[src/pkg/epas_pkg.sv]
// Constants, field layout and state encoding of the emulated partner block.
// Assumes a 50 MHz core clock; all users import the whole package.
package epas_pkg;

  // Clock and negotiation timing
  localparam int CLK_PERIOD_NS = 20;
  localparam int AN_TIME_NS = 1000;
  localparam int AN_CYCLES = (AN_TIME_NS + CLK_PERIOD_NS - 1) / CLK_PERIOD_NS;

  // Register locations
  localparam int HOST_ADDR_W = 12;
  localparam logic [11:0] EXP_OFFSET = 12'h1d8;
  localparam logic [11:0] SCS_OFFSET = 12'h1dc;
  localparam logic [4:0] EXP_INDEX = 5'h06;
  localparam logic [4:0] SCS_INDEX = 5'h1f;
  localparam int REG_W = 16;

  // Expansion status word fields
  localparam int EXP_PDF_BIT = 4;
  localparam int EXP_LP_NP_BIT = 3;
  localparam int EXP_LOC_NP_BIT = 2;
  localparam int EXP_PAGE_RX_BIT = 1;
  localparam int EXP_LP_AN_BIT = 0;
  localparam logic PAGE_RX_RESET = 1'b0;
  localparam logic LP_AN_RESET = 1'b1;

  // Special control/status word fields
  localparam int SCS_COLL_BIT = 7;
  localparam int SCS_SPD_LSB = 2;
  localparam logic COLL_RESET = 1'b0;

  // Local advertisement fields
  localparam int ADV_SYM_BIT = 10;
  localparam int ADV_ASYM_BIT = 11;
  localparam int ADV_ABIL_LSB = 5;
  localparam int ABIL_W = 4;

  // Emulated partner base page fields
  localparam int LP_ACK_BIT = 14;
  localparam int LP_ASYM_BIT = 11;
  localparam int LP_SYM_BIT = 10;
  localparam int LP_ABIL_LSB = 5;
  localparam logic [3:0] LP_ABIL = 4'hf;
  localparam logic [4:0] LP_SELECTOR = 5'h01;
  localparam logic [15:0] LP_WORD_RESET = 16'h0000;

  typedef enum logic [2:0] {
    EPAS_AN_IDLE = 3'b001,
    EPAS_AN_RUN = 3'b010,
    EPAS_AN_DONE = 3'b100
  } epas_an_state_t;

endpackage

[src/core/epas_emulated_partner.sv]
// Emulated link partner: negotiation result, expansion and special words.
// Assumes the host word port and the management port are driven by logic
// on core_clk; only the strap arrives from a pin.
//
// Operation
// - Partner pause pair follows the local pause bits, with the strap choosing when both are set.
// - Partner reports 100BASE-X and 10BASE-T full and half duplex once negotiation completes; its word reads zero from reset until then.
// - Each word is 32 bits with 31:16 zero, and 16 bits on the management port.
// - Expansion word sits at byte 1d8 and management index 6.
// - Parallel detection fault bit 4 always reads zero.
// - Next-page bits 3 and 2 always read zero.
// - Page-received bit 1 is zero at reset, set by negotiation, cleared by a read.
// - Bit 0 reads one unless negotiation finds no common ability.
// - Special control/status word sits at byte 1dc and management index 31.
// - Partner pause pair is latched only when negotiation completes.
`timescale 1ns/1ps
`default_nettype none
module epas_emulated_partner
  import epas_pkg::*;
#(
  parameter int AN_WAIT = AN_CYCLES
) (
  input wire logic core_clk,
  input wire logic rst,
  input wire logic [HOST_ADDR_W-1:0] host_addr,
  input wire logic host_rd,
  input wire logic host_wr,
  input wire logic [31:0] host_wdata,
  output logic [31:0] host_rdata,
  output logic host_rvalid,
  input wire logic [4:0] mgmt_index,
  input wire logic mgmt_rd,
  input wire logic mgmt_wr,
  input wire logic [15:0] mgmt_wdata,
  output logic [15:0] mgmt_rdata,
  output logic mgmt_rvalid,
  input wire logic [15:0] local_ability_advert_word,
  input wire logic an_enable,
  input wire logic an_restart,
  input wire logic [2:0] speed_duplex,
  input wire logic pause_result_select_strap,
  output logic [15:0] partner_ability,
  output logic an_complete,
  output logic collision_test_en
);

  localparam int CNT_W = $clog2(AN_WAIT + 1);
  localparam logic [CNT_W-1:0] CNT_LAST = CNT_W'(AN_WAIT - 1);

  // Pause pair of the partner, returned as {asym, sym}
  function automatic logic [1:0] pause_result(
    input logic sym,
    input logic asym,
    input logic strap
  );
    logic [1:0] res;
    res = 2'b00;
    if (sym && !asym) begin
      res = 2'b01;
    end else if (!sym && asym) begin
      res = 2'b11;
    end else if (sym && asym) begin
      res = strap ? 2'b11 : 2'b10;
    end
    return res;
  endfunction

  // Word returned for a selected register
  function automatic logic [REG_W-1:0] read_word(
    input logic sel_exp,
    input logic sel_scs,
    input logic [REG_W-1:0] exp_word,
    input logic [REG_W-1:0] scs_word
  );
    logic [REG_W-1:0] w;
    w = '0;
    if (sel_exp) begin
      w = exp_word;
    end else if (sel_scs) begin
      w = scs_word;
    end
    return w;
  endfunction

  epas_an_state_t state_reg, state_next;
  logic [CNT_W-1:0] cnt_reg, cnt_next;
  logic start_pend_reg;
  logic strap_meta_reg;
  logic strap_sync_reg;
  logic page_rx_reg;
  logic lp_an_reg;
  logic coll_reg;
  logic [15:0] lp_word_reg;
  logic [31:0] host_rdata_reg;
  logic host_rvalid_reg;
  logic [15:0] mgmt_rdata_reg;
  logic mgmt_rvalid_reg;

  // Address decode for both access paths
  // expansion and special control/status decode
  wire host_sel_exp = (host_addr == EXP_OFFSET);
  wire mgmt_sel_exp = (mgmt_index == EXP_INDEX);
  wire host_sel_scs = (host_addr == SCS_OFFSET);
  wire mgmt_sel_scs = (mgmt_index == SCS_INDEX);

  wire exp_read = (host_rd && host_sel_exp) || (mgmt_rd && mgmt_sel_exp);
  wire host_scs_wr = host_wr && host_sel_scs;
  wire mgmt_scs_wr = mgmt_wr && mgmt_sel_scs;

  wire adv_sym = local_ability_advert_word[ADV_SYM_BIT];
  wire adv_asym = local_ability_advert_word[ADV_ASYM_BIT];
  wire [ABIL_W-1:0] adv_abil =
    local_ability_advert_word[ADV_ABIL_LSB +: ABIL_W];
  wire common_ok = |(adv_abil & LP_ABIL);
  wire [1:0] pause_pair = pause_result(adv_sym, adv_asym, strap_sync_reg);

  wire an_start = an_enable && (start_pend_reg || an_restart);
  wire an_finish = (state_reg == EPAS_AN_RUN) && an_enable &&
    (cnt_reg == CNT_LAST);

  // Expansion word assembly
  logic [REG_W-1:0] exp_word;
  always_comb begin
    exp_word = '0;
    exp_word[EXP_PDF_BIT] = 1'b0;
    exp_word[EXP_LP_NP_BIT] = 1'b0;
    exp_word[EXP_LOC_NP_BIT] = 1'b0;
    exp_word[EXP_PAGE_RX_BIT] = page_rx_reg;
    exp_word[EXP_LP_AN_BIT] = lp_an_reg;
  end

  logic [REG_W-1:0] scs_word;
  always_comb begin
    scs_word = '0;
    scs_word[SCS_COLL_BIT] = coll_reg;
    scs_word[SCS_SPD_LSB +: 3] = speed_duplex;
  end

  // Partner base page built at completion
  logic [15:0] lp_word_new;
  always_comb begin
    lp_word_new = '0;
    lp_word_new[4:0] = LP_SELECTOR;
    lp_word_new[LP_ABIL_LSB +: ABIL_W] = LP_ABIL;
    lp_word_new[LP_SYM_BIT] = pause_pair[0];
    lp_word_new[LP_ASYM_BIT] = pause_pair[1];
    lp_word_new[LP_ACK_BIT] = 1'b1;
  end

  // Negotiation sequencing
  always_comb begin
    state_next = state_reg;
    cnt_next = cnt_reg;
    unique case (state_reg)
      EPAS_AN_IDLE: begin
        if (an_start) begin
          state_next = EPAS_AN_RUN;
          cnt_next = '0;
        end
      end
      EPAS_AN_RUN: begin
        if (!an_enable) begin
          state_next = EPAS_AN_IDLE;
        end else if (an_finish) begin
          state_next = EPAS_AN_DONE;
        end else begin
          cnt_next = cnt_reg + CNT_W'(1);
        end
      end
      EPAS_AN_DONE: begin
        if (!an_enable) begin
          state_next = EPAS_AN_IDLE;
        end else if (an_restart) begin
          state_next = EPAS_AN_RUN;
          cnt_next = '0;
        end
      end
      default: begin
        state_next = EPAS_AN_IDLE;
        cnt_next = '0;
      end
    endcase
  end

  always_ff @(posedge core_clk or posedge rst) begin
    if (rst) begin
      state_reg <= EPAS_AN_IDLE;
      cnt_reg <= '0;
    end else begin
      state_reg <= state_next;
      cnt_reg <= cnt_next;
    end
  end

  // First run after reset is automatic
  always_ff @(posedge core_clk or posedge rst) begin
    if (rst) begin
      start_pend_reg <= 1'b1;
    end else if (state_reg == EPAS_AN_RUN) begin
      start_pend_reg <= 1'b0;
    end
  end

  // Strap pin synchroniser
  always_ff @(posedge core_clk or posedge rst) begin
    if (rst) begin
      strap_meta_reg <= 1'b0;
      strap_sync_reg <= 1'b0;
    end else begin
      strap_meta_reg <= pause_result_select_strap;
      strap_sync_reg <= strap_meta_reg;
    end
  end

  // set on completion wins over read clear
  logic page_rx_next;
  always_comb begin
    page_rx_next = page_rx_reg;
    if (an_finish) begin
      page_rx_next = 1'b1;
    end else if (exp_read) begin
      page_rx_next = 1'b0;
    end
  end

  // expansion word has no write path
  always_ff @(posedge core_clk or posedge rst) begin
    if (rst) begin
      page_rx_reg <= PAGE_RX_RESET;
    end else begin
      page_rx_reg <= page_rx_next;
    end
  end

  always_ff @(posedge core_clk or posedge rst) begin
    if (rst) begin
      lp_word_reg <= LP_WORD_RESET;
      lp_an_reg <= LP_AN_RESET;
    end else if (an_finish) begin
      lp_word_reg <= lp_word_new;
      lp_an_reg <= common_ok;
    end
  end

  // Collision test control; host write wins a tie
  logic coll_next;
  always_comb begin
    coll_next = coll_reg;
    if (host_scs_wr) begin
      coll_next = host_wdata[SCS_COLL_BIT];
    end else if (mgmt_scs_wr) begin
      coll_next = mgmt_wdata[SCS_COLL_BIT];
    end
  end

  always_ff @(posedge core_clk or posedge rst) begin
    if (rst) begin
      coll_reg <= COLL_RESET;
    end else begin
      coll_reg <= coll_next;
    end
  end

  // 16-bit words, upper host half reads zero
  wire [REG_W-1:0] host_word =
    read_word(host_sel_exp, host_sel_scs, exp_word, scs_word);
  wire [REG_W-1:0] mgmt_word =
    read_word(mgmt_sel_exp, mgmt_sel_scs, exp_word, scs_word);

  always_ff @(posedge core_clk or posedge rst) begin
    if (rst) begin
      host_rdata_reg <= 32'h0000_0000;
      host_rvalid_reg <= 1'b0;
      mgmt_rdata_reg <= 16'h0000;
      mgmt_rvalid_reg <= 1'b0;
    end else begin
      host_rvalid_reg <= host_rd;
      mgmt_rvalid_reg <= mgmt_rd;
      if (host_rd) begin
        host_rdata_reg <= {16'h0000, host_word};
      end
      if (mgmt_rd) begin
        mgmt_rdata_reg <= mgmt_word;
      end
    end
  end

  assign host_rdata = host_rdata_reg;
  assign host_rvalid = host_rvalid_reg;
  assign mgmt_rdata = mgmt_rdata_reg;
  assign mgmt_rvalid = mgmt_rvalid_reg;
  assign partner_ability = lp_word_reg;
  assign an_complete = (state_reg == EPAS_AN_DONE);
  assign collision_test_en = coll_reg;

endmodule
`default_nettype wire

[config.mk]
export PLATFORM = sky130hd
export DESIGN_NAME = epas_emulated_partner
export DESIGN_NICKNAME = d
export VERILOG_FILES = /design/src/pkg/epas_pkg.sv /design/src/core/epas_emulated_partner.sv
export SDC_FILE = /design/constraint.sdc
export NUM_CORES = 1
export LEC_CHECK = 0
export BUFFER_PORTS_ARGS = -buffer_cell sky130_fd_sc_hd__buf_2
export CAP_MARGIN = 25
export CORE_ASPECT_RATIO = 0.75
export CORE_MARGIN = 2
export CORE_UTILIZATION = 41
export DETAILED_ROUTE_END_ITERATION = 8
export PLACE_DENSITY_LB_ADDON = 0.25
export SLEW_MARGIN = 20
export SYNTH_ARGS = -nofsm -noshare
export SYNTH_HDL_FRONTEND = slang
export SYNTH_SLANG_ARGS = --single-unit
[constraint.sdc]
create_clock -name core_clk -period 4.5 [get_ports core_clk]
set_input_delay 0.225 -clock core_clk [delete_from_list [all_inputs] [get_ports core_clk]]
set_output_delay 0.225 -clock core_clk [all_outputs]
set_load 0.01 [all_outputs]
======== After elaboration in Yosys (flattened, before gate mapping) ========
Index checks and enable logic that the tools add are counted.
cells by class
  multipliers ............................. 0
  order comparisons ....................... 0
  equal/unequal tests ..................... 15
  shift-type cells ........................ 0
  $add $sub $neg .......................... 1
  bitwise operators ....................... 0
  div/mod/pow operators ................... 0
  reduce and logical (&&, ||, !) cells .... 19
  muxes and demuxes ....................... 24
operators by type and width
  cell                   number
  $mux W8                4
  $mux W6                5
  $eq A12 B9 Y1 const B  2
  $pmux W6 S3            1
  $mux W3                5
  $logic_and A1 B1 Y1    10
  $ne A2 B2 Y1 const B   5
  $pmux W3 S3            1
  $add A6 B1 Y6 const B  1
  $eq A6 B6 Y1 const B   1
  $mux W2                3
  $ne A3 B3 Y1 const B   2
  $eq A5 B3 Y1 const B   1
  $eq A5 B5 Y1 const B   1
  $mux W1                5
  $reduce_and A5 Y1      1
  $reduce_bool A2 Y1     2
  $reduce_or A4 Y1       1
  $eq A3 B1 Y1 const B   1
  $eq A3 B2 Y1 const B   1
  $eq A3 B3 Y1 const B   1
  $reduce_and A3 Y1      1
  $logic_not A1 Y1       2
  $logic_or A1 B1 Y1     2
storage, ports and cells
  latch bits .............................. 0
  memories ................................ 0
  register bits ........................... 57
  memory bits (read-only) ................. 0
  word-level logic and storage cells ...... 72
  bits in writable memories ............... 0
  output and inout port bits .............. 68
  input port bits ......................... 93

======== Longest topological paths before layout ========
Gate-level depths: netlist of the first run.
  word-level depth ........................ 6
  mapped depth ............................ 6
  depth with buffers taken out ............ 6

======== Worst setup path after synthesis of the first run ========
OpenSTA, ideal clock, no wires.
  kind .................................... flip-flop to flip-flop
  start point ............................. register cnt_reg[0]
  end point ............................... register lp_word_reg[11], in the netlist partner_ability[11]
  stages on the path, launching flop included .. 5
  data required time ...................... 4375 ps
  path slack .............................. 3027 ps
  period minus slack after synthesis ...... 1473 ps
  data arrival time ....................... 1349 ps
  buffers on the path ..................... 0
  setup time .............................. 125 ps
  path through ............................ dfrtp_1 ha_1 and4bb_2 nand4_1 mux2_2
between the ends
  word-level cells in the longest chain between the ends .. 2
ends and longest elaborated chain
  item                      line                          RTL
  start: declaration        epas_emulated_partner.sv:86   logic [CNT_W-1:0] cnt_reg, cnt_next;
  start signal: assignment  epas_emulated_partner.sv:191  cnt_reg <= cnt_next;
  $eq A6 B6 Y1              epas_emulated_partner.sv:119  (cnt_reg == CNT_LAST);
  $logic_and A1 B1 Y1       epas_emulated_partner.sv:118  wire an_finish = (state_reg == EPAS_AN_RUN) && an_enable &&
  end signal: assignment    epas_emulated_partner.sv:240  lp_word_reg <= lp_word_new;
  end: declaration          epas_emulated_partner.sv:93   logic [15:0] lp_word_reg;
No other way between the ends.
A chain may end at the register's enable or synchronous reset.

======== Worst setup path in the final report of the first run ========
  start point ............................. register state_reg[2]
  end point ............................... register lp_word_reg[11], in the netlist partner_ability[11]
between the ends
  word-level cells in the longest chain between the ends .. 3
ends and longest elaborated chain
  item                              line                          RTL
  start: declaration                epas_emulated_partner.sv:85   epas_an_state_t state_reg, state_next;
  start signal: assignment          epas_emulated_partner.sv:190  state_reg <= state_next;
  $eq A3 B2 Y1                      epas_emulated_partner.sv:118
  $logic_and A1 B1 Y1 (2 in a row)  epas_emulated_partner.sv:118
No other way between the ends.

==> results of run 1 <==
[metal layers]
metal	vias up	track usage	share of wire
met4	0	0.06875	0.018
met2	60	0.1951	0.43
li1	686	-	-
met3	4	0.03924	0.074
met1	620	0.1898	0.48
met5	-	0	0
[critical path: stages (launching register included)]
cell,delay (ns)
dfrtp_1,0.47
nor3b_4,0.35
nand4_1,0.38
mux2_2,0.39
[power by group]
| part | switching, mW | total [mW] | leakage (nW) | internal [mW] |
|---|---|---|---|---|
| sequential | 0.00575 | 0.300 | 0.425 | 0.294 |
| clock | 0.0995 | 0.295 | 0.0645 | 0.195 |
| combinational | 0.0435 | 0.0675 | 0.626 | 0.0239 |
| total | 0.149 | 0.662 | 1.12 | 0.513 |
[kinds of logic after synthesis]
family                   synth area share
flip-flops                         0.4324
AND/OR/NAND/NOR                    0.1681
adder cells (fa/ha/maj)           0.01345
other                            0.002016
AO/OA/AOI/OAI                      0.1291
multiplexers                      0.02286
buffers and inverters              0.2320
[layout by cell type, fill, tap and decap left out, types with 3 or more instances in the layout]
| cell type | n |
|---|---|
| clkbuf_8 | 7 |
| nand4_1 | 3 |
| nand3_1 | 7 |
| nand2_1 | 16 |
| nor2_1 | 5 |
| o21a_1 | 3 |
| buf_2 | 60 |
| dfstp_2 | 3 |
| dfrtp_1 | 29 |
| inv_1 | 14 |
| conb_1 | 44 |
| o21ai_0 | 23 |
[layout make-up]
type	instances	area, um^2
Clock buffer	7	96.34
Multi-Input combinational cell	139	785.8
Sequential cell	32	804.5
Clock inverter	1	30.03
Fill cell	440	2266
Timing Repair Buffer	61	307.8
Inverter	14	52.55
Tap cell	57	71.32
[worst paths after layout]
kind,startpoint,to,cells after the start
worst max register to register,state_reg[2],partner_ability[11],3
max in group asynchronous,rst,state_reg[0],3
min in group core_clk,pause_result_select_strap,strap_meta_reg,1
worst min register to register,strap_meta_reg,strap_sync_reg,0
worst max-delay path,state_reg[2],partner_ability[11],3
worst min-delay path,rst,collision_test_en,3
==> results list, run 1 <==
- Outcome: complete, no violations
- Excluding fillers, the count of instances in the completed layout stands at a little over 300.
* Clock insertion delay at the later pin of the skew report: ~0.27 ns
* Number of warnings printed during yosys synthesis: 0
- Hold violation total from the final report: 0
* Ratio of total power to cell area: between 300 and 400 nW/um^2
- The count of nets left with antenna violations once routing finished came out at 0.
- Across the VDD grid, the largest voltage drop is slightly below 200 uV.
- Synthesized instance count: about 190
* Weighted congestion reported at the end of routability-driven placement: between 0.8 and 0.9
- Setup violations remaining at the end of the flow were counted as 0.
* Buffers from clock root to sink, at most: 2
* Diodes inserted: 0
- In the synthesized netlist the dominant register cell turns out to be dfrtp_1.
* Layout cells sized above 1: 0.3110
- Number of H-tree levels: 2
- The number of pins with negative max-slew slack in the final report is 0.
- Once layout is complete, the utilization of the core stands at 0.4867.
* Input/output buffers: 60
- Per-cell routed wire length: between 10 and 15 um
* Dpl cells: between 300 and 400
- The tool flagged a number of max-cap violations equal to 0.
* Detailed-router iteration count before antenna repair: 4
- Clock tree from TritonCTS: yes
* PnR Total Power: around 0.66 mW
- Largest cells by area after synthesis: dfrtp_1, buf_4, o21ai_0
- Ranked by instance count, the synthesized netlist is headed by buf_4, dfrtp_1, o21ai_0, nand2_1, inv_1.
* Fraction of the cycle the final worst path needs: 0.3774
* Worst hold slack after final layout: about 0.015 ns
- Detailed router's first-iteration violation count: between 40 and 50
* Total number of nets in the final design: 348
* Startpoint Class: flop
- Along the worst path, the maximum fanout reaches 8.
* Most frequent cell after synthesis: buf_4
* Number of flops mapped to enable cells by yosys: 0
* Layout Area Growth over Synthesis: 15.47%
- At the worst endpoint, the arrival time is approximately 1.9 ns.
* Number of register bits inferred by synthesis: 32
- Core Box Area: between 4000 and 5000 um^2
* Worst Slack Setup Final: around 2.8 ns
- Number of gates resized after cts: 0
- The initial utilization of the core area, before any placement, comes to 0.4215.
- Row Count: 21
- The clock net in this run drives a total of 32 sinks.
- After routing the design area is between 2000 and 2500 um^2.
- Min Tclk post-route: between 1.5 and 2 ns
- Clock transition at the registers of the reported paths: roughly 0.060 ns
- The mapped netlist covers between 1500 and 2000 um^2.
- Num CTS Buffers: 5
- The final layout contains routed wiring with a total length of approximately 3400 um.
- Kind of end point of the critical path: flop
- The first global-routing pass estimated 5326 um of wire.
* Fraction of registers with async set or reset after synthesis: 1.000
- Summing all placed instances gives a cell area of just over 2000 um^2.
* Fraction of the yosys area taken by sequential cells: 0.4324
- For this run, the top clock speed supported by timing is 0.5888 GHz.
- After clock tree synthesis, the setup repair step added 0 buffers.
- Setup repair after global routing left no endpoint under its margin.
- P_leak: approximately 1.1 nW
- The netlist uses 40 different library cells.
* Top cell type's share of synthesized area: 0.3900
- Per-cell via count in the routed design: approximately 4.4
- After detailed routing, the number of remaining DRC violations is 0.
- The tree is rooted in a clkbuf_8.
- Summed over all nets, the half-perimeter wirelength after detailed placement is 2640 um.
- Vias in the first global route: 1161
- Worst-case clock skew: between 0.003 and 0.004 ns
- Largest net degree at the start of global routing: 33
- # IOs: about 160
* Min-delay worst type: input port to asynchronous set/reset pin
* GR Overflow Total: 0
- Of all cell types, the one taking the most synthesized area is dfrtp_1.
- Critical path data required time: between 4 and 5 ns
* Number of antenna violations at the first check in global routing: 0
* Die footprint: 5098 um^2
- Prior to clock tree synthesis, the placed netlist has a worst setup slack of 2.768 ns.
- Measured along the x axis, the die boundary spans around 82 um.
* Syn_area_per_cell: 9.590 um^2
- The routed layout has between 1000 and 1500 vias.
- Cts hold-fix bufs: 0
- The worst setup path is of the flop to flop kind.
* R2R setup slack: 2.80 ns
* Total GRT Usage: 0.1375
* Setup total negative slack: 0 ns
- The die is 62.34 um tall.
(Power assumes the default switching activity.)
==> run 2, diff against run 1 <==
ABC_AREA = 1   (was not set)
CORE_UTILIZATION = 35   (was 41)
clock period = 1.44 ns   (was 4.5 ns; I/O delays follow)
==> run 2 against run 1 <==
Compared with the run above: first-iteration DRC count up 22%; routed wire length up 16%; die area up 23%; sequential share of layout area down 2.8 points; setup slack worse by 2.7 ns; worst hold slack better by 0.013 ns; fmax up 29%; critical endpoint is now cnt_reg[1]; largest power group unchanged.
==> results list, run 2 <==
* Outcome: complete, no violations
* Critical Path Slowest Stage Cell: dfstp_2
- Detailed-router iteration count before antenna repair: 4
- By instance count, the cell type seen most on the critical path is nor2_2.
* Longest individual stage delay on the worst path: 0.57 ns
- Diodes inserted: 0
- Across every metal layer, demand over resource in global routing totals 0.1289.
- The die is 90.81 um wide.
- Final count of pins violating max slew: 0
* Global routing's busiest layer: met1
* Total of endpoints with negative setup slack in the final report: 0
- Across all layers, the routed design uses approximately 1600 vias.
* Netlist area before placement: 1978 um^2
* Row Count: 23
* P_leak: 1.348 nW
* Fraction of the cycle the final worst path needs: 0.9149
- The setup path with the least slack is of type flop to flop.
- Final core area utilization: 0.4288
* Fmax: about 0.76 GHz
* Number of register bits inferred by synthesis: 32
- After synthesis, the most frequently instantiated cells are nand2_1, buf_4, dfrtp_1, inv_1, nand3_1.
* GR Overflow Total: 0
- Detailed router's first-iteration violation count: 56
- Count of antenna-violating nets left after detailed routing: 0
- For this run, the leading register cell type out of synthesis is dfrtp_1.
- At the worst endpoint, the arrival time is roughly 1.5 ns.
- The worst-case IR drop observed on VDD is ~280 uV.
* WHS Path Cells: 3
- Clock tree from TritonCTS: yes
* Total wire length after detailed routing: between 3000 and 4000 um
* Cell Chain, Critical Path: nor2_2 > nand2_2 > nor2_2 > nor2_2 > nand3_4 > nand2_1 > nand2_1
- Ranked by total cell area, the synthesized netlist is headed by dfrtp_1, buf_4, nand2_1.
- Largest net degree at the start of global routing: 33
* Max Cap Viol: 0
- Clock transition at the registers of the reported paths: approximately 0.070 ns
- The number of gates resized after CTS was 0.
- Yosys printed 0 warnings.
- Syn_area_per_cell: about 8.1 um^2
* Core Box Area: ~5400 um^2
- Total cell area at the placement stage: 2185 um^2
* Commonest cells after routing, fill and taps aside: buf_2, nand2_1, conb_1
* Layout Area Growth over Synthesis: 17.27%
- Per-cell routed wire length: 10.14 um
- After routing, the total negative slack on setup checks comes to 0 ns.
- The routed design could run at a clock period as short as ~1.3 ns.
- Worst-path fanout max: 6
- Number of flops mapped to enable cells by yosys: 0
- Initial standard-cell utilization of the core: 0.3656
* # IOs: around 160
- Clock tree synthesis inserted a total of 5 buffers.
* Top cell type's share of synthesized area: 0.3669
- Min-delay worst type: input port to flop
- Kind of end point of the critical path: flop
- Using the TritonRoute via totals, the vias-per-cell ratio works out to between 4 and 5.
* Input/output buffers: 60
- At the later pin of the worst-skew pair, clock insertion delay measures 0.28 ns.
- The worst register-to-register path has a depth of 7.
- The clock tree synthesis step divided the H-tree into 2 levels.
- The via count of the first global-routing pass is 1432.
* Most common cell after layout, fill and taps aside: buf_2
- Counting every instance in the synthesized netlist gives ~240.
* Weighted congestion reported at the end of routability-driven placement: 0.7991
- Global-route wire length before repair: 6561 um
* Layout cells sized above 1: 0.2971
- Post-route design area: 2320 um^2
- The die covers around 6300 um^2.
- Fill cells in the final layout number 564.
* Ratio of total power to cell area: 979.9 nW/um^2
- # clock sinks: 32
* CTS root buf: clkbuf_8
- For the final database, setup skew stands at 0.004232 ns.
- Fraction of registers with async set or reset after synthesis: 1.000
- Buffers from clock root to sink, at most: 2
- Of the synthesized area, sequential elements account for 0.4067.
- The initial antenna violation count was 0.
* Die Y-Extent: 69.11 um
- In the global route stage, met2 resource usage came out at 0.1849.
* Most frequent cell after synthesis: nand2_1
- Global Route met3 Usage: 0.03169
- The HPWL after detailed placement is 3086 um.
* Met1 global-route usage: 0.1850
* Critical path data required time: 1.60 ns
- DRC errors left: 0
- RSZ-0062 raised after global routing: no
- The worst setup path is launched from a flop.
* Total number of nets in the final design: approximately 400
* Library cell with the largest summed area after synthesis: dfrtp_1
* Number of unique standard cell types used by synthesis: 32
* Hold violation total from the final report: 0
- The design draws around 2.3 mW.
## run 2: cell count changes after synthesis, moves of 3 or more
| cell | before | now |
|---|---|---|
| nor2_2 | 0 | 6 |
| inv_2 | 0 | 3 |
| nand2_1 | 16 | 51 |
| o22ai_1 | 0 | 6 |
| nor2_1 | 5 | 16 |
| o21ai_0 | 23 | 4 |
| inv_1 | 14 | 27 |
| nand3_1 | 7 | 21 |
## run 2: per-layer routing
metal / share of wire / wire, um / up-vias
li1: - / - / 811
met4: 0.014 / 55 / 0
met5: 0 / 0 / -
met2: 0.41 / 1602 / 71
met1: 0.50 / 1985 / 691
met3: 0.074 / 290 / 4
## run 2: stage by stage
step / std cells / hold slack [ns] / worst slack (ns)
6_report: 388 / 0.02735 / 0.1226
5_1_grt: 388 / 0.03133 / 0.008435
4_1_cts: 386 / 0.02496 / 0.06902
3_5_place_dp: 375 / 0.1841 / 0.07884
3_3_place_gp: 375 / 0.1864 / 0.1207
2_1_floorplan: 287 / 0.1034 / 0.2319
## run 2: logic make-up after synthesis
family,share of synthesized area
simple gates,0.2808
buf+inv,0.2448
flops,0.4067
compound gates,0.04428
xor+xnor,0.008857
fa+ha+maj,0.01265
other cells,0.001896
## run 2: area by class of cell
class	count	area [um^2]	area share
inverter	30	112.6	0.04854
tap	75	93.84	0.04045
clock buffer	8	90.09	0.03884
multi-input combinational	175	850.8	0.3668
timing repair buffer	68	367.9	0.1586
sequential	32	804.5	0.3468
## run 2: final timing paths
| check | start | to | slack (ns) |
|---|---|---|---|
| max | state_reg[0] | cnt_reg[1] | 0.12 |
| min | local_ability_advert_word[11] | partner_ability[11] | 0.03 |
| max reg2reg | state_reg[0] | cnt_reg[1] | 0.12 |
| min reg2reg | strap_meta_reg | strap_sync_reg | 0.35 |
| max in group asynchronous | rst | lp_an_reg | 0.66 |
| min in group asynchronous | rst | state_reg[2] | 0.44 |
## run 2: timing repair
item	in CTS	in global routing
endpoints found under the setup margin	0	5
buffers inserted	0	2
hold buffers	3	0
hold endpoints to repair	31	0
## run 2: worst max-delay path, delay by kind of cell (launching register included)
kind	cells	cell delay (ns)
simple gates	7	0.65
flops	1	0.57
## run 2: power by group
part | internal (mW) | total, mW | leakage (nW) | switching, mW
sequential | 0.958 | 1.01 | 0.424 | 0.0541
combinational | 0.220 | 0.562 | 0.878 | 0.341
clock | 0.389 | 0.700 | 0.0455 | 0.310
